==> src/shared/fus_map.svh <==
/*
  Register offsets, field positions, reset values and timing counts of the
  serial port status block. Assumes a 4-bit byte address on the register port.
*/
`ifndef FUS_MAP_SVH
`define FUS_MAP_SVH

// ------------------------------------------------------------------
// Register byte offsets
// ------------------------------------------------------------------
`define FUS_OFS_STATUS   4'h0
`define FUS_OFS_CTRL     4'h4
`define FUS_OFS_TXPORT   4'h8
`define FUS_OFS_RXPORT   4'hC

// ------------------------------------------------------------------
// Status word fields
// ------------------------------------------------------------------
`define FUS_ST_HEAD_FRAME 3
`define FUS_ST_TX_DONE    6
`define FUS_ST_TX_LOW     5
`define FUS_ST_LONG_SPACE 4
`define FUS_ST_RX_FULL    1
`define FUS_ST_RX_IDLE    0
`define FUS_ST_RX_FAULT   7
`define FUS_ST_RESET     16'h0060
`define FUS_FLAGS_RESET  8'h60
`define FUS_CLR_MASK     8'hF3

// ------------------------------------------------------------------
// Control word fields
// ------------------------------------------------------------------
`define FUS_CT_RX_ON     0
`define FUS_CT_TX_ON     1
`define FUS_CT_PAR_EN    2
`define FUS_CT_PAR_ODD   3
`define FUS_CT_TWO_STOP  4
`define FUS_CT_TTRG_LO   5
`define FUS_CT_RTRG_LO   7
`define FUS_CT_WIDTH     9

// ------------------------------------------------------------------
// FIFO sizes, trigger levels and idle time
// ------------------------------------------------------------------
`define FUS_DEPTH        16
`define FUS_PTR_W        4
`define FUS_CNT_W        5
`define FUS_TX_TRIG0     5'h08
`define FUS_TX_TRIG1     5'h04
`define FUS_TX_TRIG2     5'h02
`define FUS_TX_TRIG3     5'h01
`define FUS_RX_TRIG0     5'h01
`define FUS_RX_TRIG1     5'h04
`define FUS_RX_TRIG2     5'h08
`define FUS_RX_TRIG3     5'h0E
`define FUS_IDLE_ETU     4'hF

`endif

==> src/shared/fus_pkg.sv <==
/*
  Types of the serial port status block: the single state record.
  Assumes fus_map.svh is reachable on the include path.
*/
`include "fus_map.svh"

package fus_pkg;

  typedef struct packed {
    logic [`FUS_CT_WIDTH-1:0]          ctl;
    logic [7:0]                        flags;
    logic [7:0]                        armed;
    logic [`FUS_DEPTH-1:0][9:0]        rxq;
    logic [`FUS_PTR_W-1:0]             rx_rp;
    logic [`FUS_PTR_W-1:0]             rx_wp;
    logic [`FUS_CNT_W-1:0]             rx_cnt;
    logic [`FUS_DEPTH-1:0][7:0]        txq;
    logic [`FUS_PTR_W-1:0]             tx_rp;
    logic [`FUS_PTR_W-1:0]             tx_wp;
    logic [`FUS_CNT_W-1:0]             tx_cnt;
    logic [`FUS_CNT_W-1:0]             low_wrs;
    logic                              space_hold;
    logic [3:0]                        idle_cnt;
    logic                              line_s1;
    logic                              line_s2;
    logic [15:0]                       rdata;
  } fus_state_s;

endpackage

==> src/design/fus_status.sv <==
/*
  Status flag logic of a FIFO-buffered asynchronous serial port, with its
  receive and transmit FIFOs, control word and register port.
  Assumes a receive shifter and a transmit shifter on core_clk that deliver
  and take characters by the ports below, and a baud divider giving etu_tick.
*/

`timescale 1ns/10ps
`include "fus_map.svh"

module fus_status
  import fus_pkg::*;
(
  input  wire logic        core_clk,
  input  wire logic        rstn,
  input  wire logic        standby,
  input  wire logic [3:0]  reg_addr,
  input  wire logic [15:0] reg_wdata,
  input  wire logic        reg_wr,
  input  wire logic        reg_rd,
  output logic      [15:0] reg_rdata,
  input  wire logic        etu_tick,
  input  wire logic        rx_line_pin,
  input  wire logic        rx_char_valid,
  input  wire logic [7:0]  rx_char_data,
  input  wire logic        rx_char_par,
  input  wire logic        rx_char_stop,
  input  wire logic        tx_load_ready,
  output logic             tx_load_valid,
  output logic      [7:0]  tx_load_data,
  input  wire logic        tx_last_bit,
  output logic             rx_on,
  output logic             tx_on,
  output logic             par_en,
  output logic             par_odd,
  output logic             two_stop,
  output logic      [15:0] uart_status_word
);

  // ------------------------------------------------------------------
  // Helpers
  // ------------------------------------------------------------------
  function automatic logic [`FUS_CNT_W-1:0] trig_val(input logic [1:0] sel,
                                                     input logic       is_tx);
    logic [`FUS_CNT_W-1:0] v;
    v = '0;
    case (sel)
      2'h0:    v = is_tx ? `FUS_TX_TRIG0 : `FUS_RX_TRIG0;
      2'h1:    v = is_tx ? `FUS_TX_TRIG1 : `FUS_RX_TRIG1;
      2'h2:    v = is_tx ? `FUS_TX_TRIG2 : `FUS_RX_TRIG2;
      default: v = is_tx ? `FUS_TX_TRIG3 : `FUS_RX_TRIG3;
    endcase
    return v;
  endfunction

  // Counts a fault bit over the occupied entries; saturates at 15
  function automatic logic [3:0] fault_cnt(input logic [`FUS_DEPTH-1:0][9:0] q,
                                           input logic [`FUS_PTR_W-1:0]      rp,
                                           input logic [`FUS_CNT_W-1:0]      cnt,
                                           input int                         b);
    logic [4:0]            n;
    logic [`FUS_PTR_W-1:0] idx;
    n   = '0;
    idx = rp;
    for (int i = 0; i < `FUS_DEPTH; i++) begin
      if ((5'(i) < cnt) && q[idx][b]) begin
        n = n + 5'h01;
      end
      idx = idx + 4'h1;
    end
    return (n > 5'h0F) ? 4'hF : n[3:0];
  endfunction

  function automatic fus_state_s init_state();
    fus_state_s s;
    s          = '0;
    s.flags    = `FUS_FLAGS_RESET;
    s.idle_cnt = `FUS_IDLE_ETU;
    s.line_s1  = 1'b1;
    s.line_s2  = 1'b1;
    return s;
  endfunction

  // Standby reuses the reset image, so both paths agree bit for bit
  localparam fus_state_s ST_RST = init_state();
  // Bits 3 and 2 mirror the head character and never clear by write
  localparam logic [7:0] CLR_MASK = `FUS_CLR_MASK;

  fus_state_s            cur;
  fus_state_s            next_st;
  logic [9:0]            rx_head;
  logic                  head_frame;
  logic                  head_par;
  logic [`FUS_CNT_W-1:0] tx_trig;
  logic [`FUS_CNT_W-1:0] rx_trig;
  logic [15:0]           st_word;

  // ------------------------------------------------------------------
  // Status word assembly
  // ------------------------------------------------------------------
  assign rx_head  = cur.rxq[cur.rx_rp];
  // head fault bits
  // Head bits read 0 when the FIFO is empty
  assign head_frame = (cur.rx_cnt != '0) && rx_head[8];
  assign head_par   = (cur.rx_cnt != '0) && rx_head[9];
  assign tx_trig  = trig_val(cur.ctl[`FUS_CT_TTRG_LO +: 2], 1'b1);
  assign rx_trig  = trig_val(cur.ctl[`FUS_CT_RTRG_LO +: 2], 1'b0);
  assign st_word  = {fault_cnt(cur.rxq, cur.rx_rp, cur.rx_cnt, 9),
                     fault_cnt(cur.rxq, cur.rx_rp, cur.rx_cnt, 8),
                     cur.flags[7:4], head_frame, head_par, cur.flags[1:0]};

  assign uart_status_word = st_word;
  assign reg_rdata        = cur.rdata;
  assign rx_on            = cur.ctl[`FUS_CT_RX_ON];
  assign tx_on            = cur.ctl[`FUS_CT_TX_ON];
  assign par_en           = cur.ctl[`FUS_CT_PAR_EN];
  assign par_odd          = cur.ctl[`FUS_CT_PAR_ODD];
  assign two_stop         = cur.ctl[`FUS_CT_TWO_STOP];
  // Gated by tx_on so a disabled transmitter never drains the FIFO
  assign tx_load_valid    = tx_on && (cur.tx_cnt != '0);
  assign tx_load_data     = cur.txq[cur.tx_rp];

  // ------------------------------------------------------------------
  // Next state
  // ------------------------------------------------------------------
  always_comb begin
    logic [7:0]            set_ev;
    logic                  tx_push;
    logic                  tx_pop;
    logic                  rx_pop;
    logic                  rx_push;
    logic                  frame_bad;
    logic                  par_bad;
    logic [`FUS_CNT_W-1:0] tx_new;
    logic [`FUS_CNT_W-1:0] rx_new;
    set_ev  = '0;
    tx_push = 1'b0;
    tx_pop  = 1'b0;
    rx_pop  = 1'b0;
    rx_push = 1'b0;
    frame_bad = 1'b0;
    par_bad   = 1'b0;
    tx_new  = '0;
    rx_new  = '0;
    next_st = cur;
    // Read data stands for one cycle only
    next_st.rdata   = '0;
    // Pin level crosses in through two flops
    next_st.line_s1 = rx_line_pin;
    next_st.line_s2 = cur.line_s1;

    // Register reads
    if (reg_rd) begin
      case (reg_addr)
        `FUS_OFS_STATUS: begin
          next_st.rdata = st_word;
          next_st.armed = cur.armed | (st_word[7:0] & `FUS_CLR_MASK);
        end
        `FUS_OFS_CTRL: begin
          next_st.rdata = {{(16-`FUS_CT_WIDTH){1'b0}}, cur.ctl};
        end
        `FUS_OFS_TXPORT: begin
          next_st.rdata = {3'h0, cur.tx_cnt, 8'h00};
        end
        `FUS_OFS_RXPORT: begin
          // Empty reads return 0 and leave the pointers alone
          if (cur.rx_cnt != '0) begin
            next_st.rdata = {8'h00, rx_head[7:0]};
            rx_pop        = 1'b1;
          end
        end
        default: begin
          next_st.rdata = '0;
        end
      endcase
    end

    // Register writes
    if (reg_wr) begin
      case (reg_addr)
        `FUS_OFS_STATUS: begin
          for (int i = 0; i < 8; i++) begin
            // masked bits 3 and 2; zero after read
            if (CLR_MASK[i] && !reg_wdata[i] && cur.armed[i]) begin
              // Full flag holds while the count still exceeds the trigger
              if ((i != `FUS_ST_RX_FULL) || !(cur.rx_cnt > rx_trig)) begin
                next_st.flags[i] = 1'b0;
              end
              next_st.armed[i] = 1'b0;
            end
          end
        end
        `FUS_OFS_CTRL: begin
          next_st.ctl = reg_wdata[`FUS_CT_WIDTH-1:0];
        end
        `FUS_OFS_TXPORT: begin
          if ((cur.tx_cnt != 5'(`FUS_DEPTH)) &&
              !(cur.flags[`FUS_ST_TX_LOW] &&
                (cur.low_wrs >= 5'(`FUS_DEPTH) - tx_trig))) begin
            next_st.txq[cur.tx_wp] = reg_wdata[7:0];
            next_st.tx_wp          = cur.tx_wp + 4'h1;
            next_st.low_wrs        = cur.low_wrs + 5'h01;
            tx_push                = 1'b1;
          end
        end
        default: begin
        end
      endcase
    end

    // ------------------------------------------------------------------
    // Transmit side
    // ------------------------------------------------------------------
    if (tx_load_valid && tx_load_ready) begin
      next_st.tx_rp = cur.tx_rp + 4'h1;
      tx_pop        = 1'b1;
    end
    tx_new = cur.tx_cnt + 5'(tx_push) - 5'(tx_pop);
    next_st.tx_cnt = tx_new;
    if (tx_push) begin
      next_st.flags[`FUS_ST_TX_DONE] = 1'b0;
    end
    if (tx_push && (tx_new > tx_trig)) begin
      next_st.flags[`FUS_ST_TX_LOW] = 1'b0;
    end
    if (tx_pop && (tx_new < tx_trig)) begin
      set_ev[`FUS_ST_TX_LOW] = 1'b1;
      // Write budget restarts each time the low flag sets
      next_st.low_wrs        = '0;
    end
    if (tx_last_bit && (tx_new == '0)) begin
      set_ev[`FUS_ST_TX_DONE] = 1'b1;
    end
    if (!tx_on) begin
      set_ev[`FUS_ST_TX_DONE] = 1'b1;
    end

    // ------------------------------------------------------------------
    // Receive side
    // ------------------------------------------------------------------
    // mark level ends the hold
    if (cur.space_hold && cur.line_s2) begin
      next_st.space_hold = 1'b0;
    end
    if (rx_char_valid && rx_on) begin
      frame_bad = !rx_char_stop;
      par_bad = par_en && ((^{rx_char_data, rx_char_par}) != par_odd);
      if (frame_bad || par_bad) begin
        set_ev[`FUS_ST_RX_FAULT] = 1'b1;
      end
      if (!cur.space_hold && (cur.rx_cnt != 5'(`FUS_DEPTH))) begin
        next_st.rxq[cur.rx_wp] = {par_bad, frame_bad, rx_char_data};
        next_st.rx_wp          = cur.rx_wp + 4'h1;
        rx_push                = 1'b1;
      end
      if (frame_bad && !cur.line_s2) begin
        set_ev[`FUS_ST_LONG_SPACE] = 1'b1;
        next_st.space_hold         = 1'b1;
      end
      next_st.idle_cnt = '0;
    end
    if (rx_pop) begin
      next_st.rx_rp = cur.rx_rp + 4'h1;
    end
    rx_new = cur.rx_cnt + 5'(rx_push) - 5'(rx_pop);
    next_st.rx_cnt = rx_new;
    if (rx_new > rx_trig) begin
      set_ev[`FUS_ST_RX_FULL] = 1'b1;
    end
    // idle bit-time count
    // Counter parks at 15 so one quiet gap flags idle only once
    if (etu_tick && !(rx_char_valid && rx_on) && (cur.idle_cnt != `FUS_IDLE_ETU)) begin
      next_st.idle_cnt = cur.idle_cnt + 4'h1;
      if ((cur.idle_cnt == `FUS_IDLE_ETU - 4'h1) && (rx_new != '0) && (rx_new < rx_trig)) begin
        set_ev[`FUS_ST_RX_IDLE] = 1'b1;
      end
    end

    // Hardware sets win over clears
    for (int i = 0; i < 8; i++) begin
      if (set_ev[i]) begin
        next_st.flags[i] = 1'b1;
        // new set needs a new read
        next_st.armed[i] = 1'b0;
      end
    end

    if (standby) begin
      next_st = ST_RST;
    end
  end

  // ------------------------------------------------------------------
  // State register
  // ------------------------------------------------------------------
  always_ff @(posedge core_clk or negedge rstn) begin
    if (!rstn) begin
      cur <= ST_RST;
    end else begin
      cur <= next_st;
    end
  end

endmodule

==> config.mk <==
export PLATFORM = sky130hd
export DESIGN_NAME = fus_status
export DESIGN_NICKNAME = d
export VERILOG_FILES = /design/src/shared/fus_pkg.sv /design/src/design/fus_status.sv
export VERILOG_INCLUDE_DIRS = /design/src /design/src/shared
export SDC_FILE = /design/constraint.sdc
export NUM_CORES = 1
export LEC_CHECK = 0
export ABC_AREA = 1
export ABC_CLOCK_PERIOD_IN_PS = 22200
export BUFFER_PORTS_ARGS = -buffer_cell sky130_fd_sc_hd__buf_2
export CORE_AREA = 5 5 250 252
export CTS_BUF_LIST = sky130_fd_sc_hd__clkbuf_2
export DETAILED_ROUTE_END_ITERATION = 8
export DIE_AREA = 0 0 255 257
export PLACE_DENSITY = 0.58
export RECOVER_POWER = 25
export REMOVE_ABC_BUFFERS = 1
export SYNTH_ARGS = -nofsm -noshare
export SYNTH_HDL_FRONTEND = slang
export SYNTH_SLANG_ARGS = --single-unit
==> constraint.sdc <==
create_clock -name core_clk -period 22.2 [get_ports core_clk]
set_input_delay 5.55 -clock core_clk [delete_from_list [all_inputs] [get_ports core_clk]]
set_output_delay 5.55 -clock core_clk [all_outputs]
set_load 0.02 [all_outputs]
== Word-level counts from Yosys, hierarchy flattened ==
Index checks and enable logic that the tools add are counted.

* Register bits: 365
* Input bits: 40
* Output and inout port bits: 46
* Word-level logic and storage cells: 443

* Add/subtract/negate cells: 55
* $lt $le $gt $ge: 45
* Eq/ne operators: 13
* Multiplexer cells: 155
* Bitwise logic cells: 1
* Reduce and logical (&&, ||, !) cells: 121

{| class="wikitable"
|+ Operators by type and width
! kind !! count
|-
| binary-select mux 10 bit (select 4 bit) || 16
|-
| 2-to-1 mux 128 bit || 3
|-
| 2-to-1 mux 367 bit || 1
|-
| 2-to-1 mux 160 bit || 2
|-
| 2-to-1 mux 5 bit || 35
|-
| 2-to-1 mux 10 bit || 17
|-
| bitwise mux 160 bit || 1
|-
| adder 5 x 1 -> 5 bit, second input constant || 31
|-
| bitwise mux 128 bit || 1
|-
| < comparator 4 x 5 -> 1 bit, second input constant || 19
|-
| adder 4 x 1 -> 4 bit, second input constant || 19
|-
| case mux 16 bit (4 select lines) || 1
|-
| logical AND 1 bit || 58
|-
| 2-to-1 mux 1 bit || 50
|-
| nonzero test 3 bit || 16
|-
| 2-to-1 mux 4 bit || 11
|-
| demux 10 bit (select 4 bit) || 1
|-
| < comparator 4 x 5 -> 1 bit, first input constant || 8
|-
| 2-to-1 mux 8 bit || 5
|-
| binary-select mux 8 bit (select 4 bit) || 1
|-
| demux 8 bit (select 4 bit) || 1
|-
| case mux 4 bit (3 select lines) || 2
|-
| nonzero test 4 bit || 6
|-
| AND reduction 3 bit || 7
|-
| 35 further kinds || 78
|}

== Longest topological paths before layout ==
* Depth in word-level cells: 39
* Depth in mapped cells: 75
* Gate-level depth less buffers: 70

== Worst setup path after synthesis ==
No wires, ideal clock.

* Path kind: register -> output
* From: register cur[178] in the netlist's numbering
* To: output uart_status_word[15]
* Data arrival time: 9734 ps
* Data required time: 16650 ps
* Slack: 6916 ps
* Cell stages (with the launch flop): 69
* Buffers on the path: 5
* Cells stage by stage: dfrtp_1 -> inv_1 -> buf_2 -> buf_2 -> buf_1 -> ha_1 -> inv_1 -> clkbuf_1 -> clkbuf_1 -> o21ai_0 -> nand2_1 -> nand3_1 -> a21oi_1 -> ha_1 -> inv_1 -> nand2_1 -> nand2_1 -> inv_1 -> [33 not listed] -> ha_1 -> or2_0 -> o21ai_1 -> inv_1 -> ha_1 -> o21ai_1 -> inv_1 -> ha_1 -> nand2_1 -> o21ai_1 -> ha_1 -> nand2_1 -> nor2_1 -> nand2_2 -> inv_1 -> nand2_2 -> nand2_4 -> nand2_1

* Cells in the longest elaborated chain, start to end: 36
* Elaborated cells on any way between the ends: 96
* Classes of those cells: add/sub (30); order compare (1); mux (49); reduce/logical (16)

{| class="wikitable"
|+ Ends and longest elaborated chain
! element !! RTL line !! source
|-
| start: declaration || fus_status.sv:89 || <nowiki>fus_state_s cur;</nowiki>
|-
| start signal: assignment || fus_status.sv:300 || <nowiki>cur <= next_st;</nowiki>
|-
| binary-select mux 10 bit (select 4 bit) || fus_status.sv:66 || <nowiki>if ((5'(i) < cnt) && q[idx][b]) begin</nowiki>
|-
| 2-to-1 mux 10 bit || - ||
|-
| logical AND 1 bit || fus_status.sv:66 ||
|-
| 2-to-1 mux 1 bit || fus_status.sv:66 ||
|-
| adder 5 x 1 -> 5 bit || fus_status.sv:67 || <nowiki>n = n + 5'h01;</nowiki>
|-
| 2-to-1 mux 5 bit || fus_status.sv:66 ||
|-
| adder 5 x 1 -> 5 bit || fus_status.sv:67 ||
|-
| 2-to-1 mux 5 bit || fus_status.sv:66 ||
|-
| [20 not listed] || - ||
|-
| adder 5 x 1 -> 5 bit || fus_status.sv:67 ||
|-
| 2-to-1 mux 5 bit || fus_status.sv:66 ||
|-
| adder 5 x 1 -> 5 bit || fus_status.sv:67 ||
|-
| 2-to-1 mux 5 bit || fus_status.sv:66 ||
|-
| adder 5 x 1 -> 5 bit || fus_status.sv:67 ||
|-
| 2-to-1 mux 5 bit * || fus_status.sv:66 ||
|-
| > comparator 5 x 4 -> 1 bit || fus_status.sv:71 || <nowiki>return (n > 5'h0F) ? 4'hF : n[3:0];</nowiki>
|-
| 2-to-1 mux 4 bit * || fus_status.sv:71 ||
|-
| end: declaration || fus_status.sv:37 || <nowiki>output logic [15:0] uart_status_word</nowiki>
|}

Mark *: on every way between the ends. The rest lies on a longest branch, timed or not. The select of a mux whose other input is x is not followed.

== Final worst setup path ==
* From: register cur[179] in the netlist's numbering
* To: output uart_status_word[12]

Same word-level chain as after synthesis.

==> flow_summary.json <==
{
  "critPathCaptureType": "output port",
  "cts_buffer_depth": 3,
  "synth_cell_types": 55,
  "cp_data_required_time_ps": 16650,
  "p_switching_mw": 0.7063,
  "route.detailed.drc": 0,
  "numCtsBuffers": 93,
  "clockPowerShare": 0.256,
  "status": "finished, violations left",
  "ys_ff_latch": 363,
  "tightest_slew_ps": 6082,
  "synth-compound-area-share": 0.1741,
  "power_frac_comb": 0.344,
  "synthesis.area_um2": 23670,
  "nNetsFinal": 3445,
  "grt-ovfl-total": 0,
  "dp_hpwl_um": 52200,
  "die_w_um": 255,
  "fmax_mhz": 56.38,
  "cts.hold.buffers_added": 0,
  "power.leakage_nw": 12.41,
  "antenna_left": 0,
  "seq_power_share": 0.400,
  "grtUsageTotal": 0.2201,
  "synth_most_common_cell": "nand2_1",
  "coreArea_um2": 59910,
  "cap_violations": 7,
  "cp.arrival_ps": 12190,
  "drv_slew": 465,
  "final_cell_area_um2": 25260,
  "wl_um": 73150,
  "post-cts-setup-buffer-count": 0,
  "yosysSeqAreaShare": 0.3842,
  "antenna_found_initial": 3,
  "setup_viol": 0,
  "async_flop_share": 1.000,
  "fin_crit_sh": 0.7990,
  "synth_top_cell_by_area": "dfrtp_1",
  "h-tree-depth": 3,
  "synthCells": 3286,
  "clkSlewWorstSetupHoldPaths_ps": 100,
  "worstPathMaxFanout": 29,
  "port_buffers": 78,
  "die_area_um2": 65540,
  "cpMaxStageDelayCell": "ha_1",
  "grt_max_degree": 112,
  "swShare": 0.4112,
  "die_h_um": 257,
  "power.density_nw_per_um2": 68.00,
  "hold_path_class": "register to register",
  "hold_violations": 0,
  "r2r_slack_ps": 10990,
  "synth_edf_count": 0,
  "synth_top_family_by_area": "simple AND/OR/NAND/NOR gates",
  "syn_to_final_growth_pct": 6.725,
  "drt_iter0_drc": 1565,
  "start_kind": "register",
  "synth-xor-area-share": 0.009992,
  "yosysTopAreaCellShare": 0.3754,
  "vias_per_cell": 5.348,
  "fin_crit_ps": 17740,
  "cts_resized": 0,
  "grt_pass1_wl_um": 116400,
  "synth_area_leaders": "dfrtp_1, nand2_1, nand3_1, inv_1, o21ai_0",
  "p_int_mw": 1.011,
  "fin_tns_setup_ps": 0,
  "wire_per_inst_um": 17.54,
  "syn_area_per_cell_um2": 7.202,
  "synth_adder_area_share": 0.04504,
  "synthFlopType": "dfrtp_1",
  "dr.pass1.iters": 7,
  "rsz0062_at_grt": "no",
  "postPlaceCellArea_um2": 24510,
  "num_vias": 22300,
  "irDropWorstVdd_uv": 37.53,
  "maxSlewHeadroom": -3.055,
  "cts.sinks": 363,
  "synth_common_cells": "nand2_1, inv_1, nand3_1",
  "cp_common_cell": "nand2_1",
  "gp_congestion": 0.9806,
  "rows": 90,
  "total_power_mw": 1.718,
  "violations": "capacitance limit, slew limit",
  "ioPinCount": 86,
  "synthMuxAreaShare": 0.002168,
  "critPathKind": "register to output port",
  "start_util": 0.3951,
  "clock_skew_ps": 131.8,
  "yosysWarnings": 0,
  "grt_pass1_vias": 21170,
  "max_stage_delay_ps": 790,
  "final_layout_size_suffix_gt1_frac": 0.1108,
  "cts-root-buf": "clkbuf_2",
  "synth_simple_gate_area_share": 0.2765,
  "cts_tree": "yes",
  "clkLatencyLatePin_ps": 1060
}
-- cells in the final DEF (no fill, tap or decap), drive strengths merged, types with 2 or more instances in the layout --
cell | Yosys | final
o21bai | 4 | 4
a31oi | 12 | 12
o311ai | 2 | 2
a21oi | 164 | 164
nand3b | 10 | 10
o22ai | 169 | 169
o31ai | 2 | 2
ha | 82 | 82
a211oi | 3 | 3
dfrtp | 355 | 355
and2 | 2 | 2
or2 | 5 | 5
mux2i | 4 | 4
o221ai | 10 | 10
nor2 | 171 | 171
nor3 | 21 | 21
clkinvlp | 0 | 2
clkbuf | 90 | 139
fa | 2 | 2
a221oi | 4 | 4
diode | 0 | 2
o211ai | 5 | 5
a2111oi | 2 | 2
xor2 | 14 | 14
xnor2 | 13 | 13
nand3 | 444 | 444
nor4 | 6 | 6
nand4 | 40 | 40
a31o | 4 | 4
o21a | 2 | 2
inv | 485 | 485
o21ai | 332 | 332
clkinv | 8 | 34
o32ai | 2 | 2
o2111ai | 17 | 17
buf | 68 | 91
nand2 | 719 | 719
dfstp | 8 | 8
-- through the flow --
| stage | util | worst slack (ps) | hold slack [ps] | cells |
|---|---|---|---|---|
| after floorplan | - | 4634 | 467.3 | 3128 |
| after global placement | 0.4091 | 5486 | 484.7 | 4008 |
| after detailed placement | 0.4091 | 5497 | 494.3 | 4008 |
| after CTS | 0.4222 | 4315 | 514.0 | 4168 |
| after global routing | 0.4216 | 3321 | 537.0 | 4170 |
| final | 0.4216 | 4462 | 512.3 | 4170 |
-- cell families (layout without fill, tap and decap cells) --
family                   Yosys count  after routing
AND/OR/NAND/NOR                 1420           1420
AO/OA/AOI/OAI                    736            736
buffers and inverters            651            751
flip-flops                       363            363
adder cells (fa/ha/maj)           84             84
XOR/XNOR                          27             27
multiplexers                       5              5
other                              0              2
-- power groups by stage --
stage               combinational (mW)  sequential, mW  clock [mW]
global placement                 0.586           0.700           0
CTS                              0.594           0.687       0.456
floorplan                        0.417           0.701           0
global route                     0.677           0.689       0.493
detailed placement               0.592           0.700           0
finish                           0.591           0.687       0.440
-- routing by layer --
layer,track usage,share of wire,vias to the layer above
met5,0,0,-
met4,0.08309,0.035,0
met3,0.03333,0.052,118
met2,0.3546,0.47,574
met1,0.3001,0.45,10520
li1,-,-,11090
-- worst max-delay path: cells and delay by family (launching register included) --
kind	cells	cell delay (ps)
flops	1	770
simple gates	32	2870
fa+ha+maj	15	4710
compound gates	5	840
buf+inv	16	1960
-- registers in the layout (all words and copies together) (netlist names) --
register and count:
cur 336, reg_rdata 16, uart_status_word 6, par_en 1, par_odd 1, rx_on 1, two_stop 1, tx_on 1
-- layout make-up --
| cell class | instances | area, µm² |
|---|---|---|
| antenna | 2 | 5.005 |
| clock buffer | 132 | 660.6 |
| clock inverter | 28 | 122.6 |
| fill | 6397 | 34650 |
| inverter | 493 | 1852 |
| multi-input combinational | 2272 | 12020 |
| sequential | 363 | 9100 |
| tap | 782 | 978.4 |
| timing repair buffer | 98 | 516.7 |
-- worst paths after layout --
check | from | end | depth (start not counted)
setup / recovery | cur[179] | uart_status_word[12] | 68
hold reg to reg | cur[143] | cur[143] | 2
hold / removal | cur[143] | cur[143] | 2
setup reg to reg | cur[179] | reg_rdata[12] | 69
max in group asynchronous | rstn | cur[178] | 3
min in group asynchronous | rstn | cur[199] | 1
No activity file was read; power rests on OpenSTA's default activity.
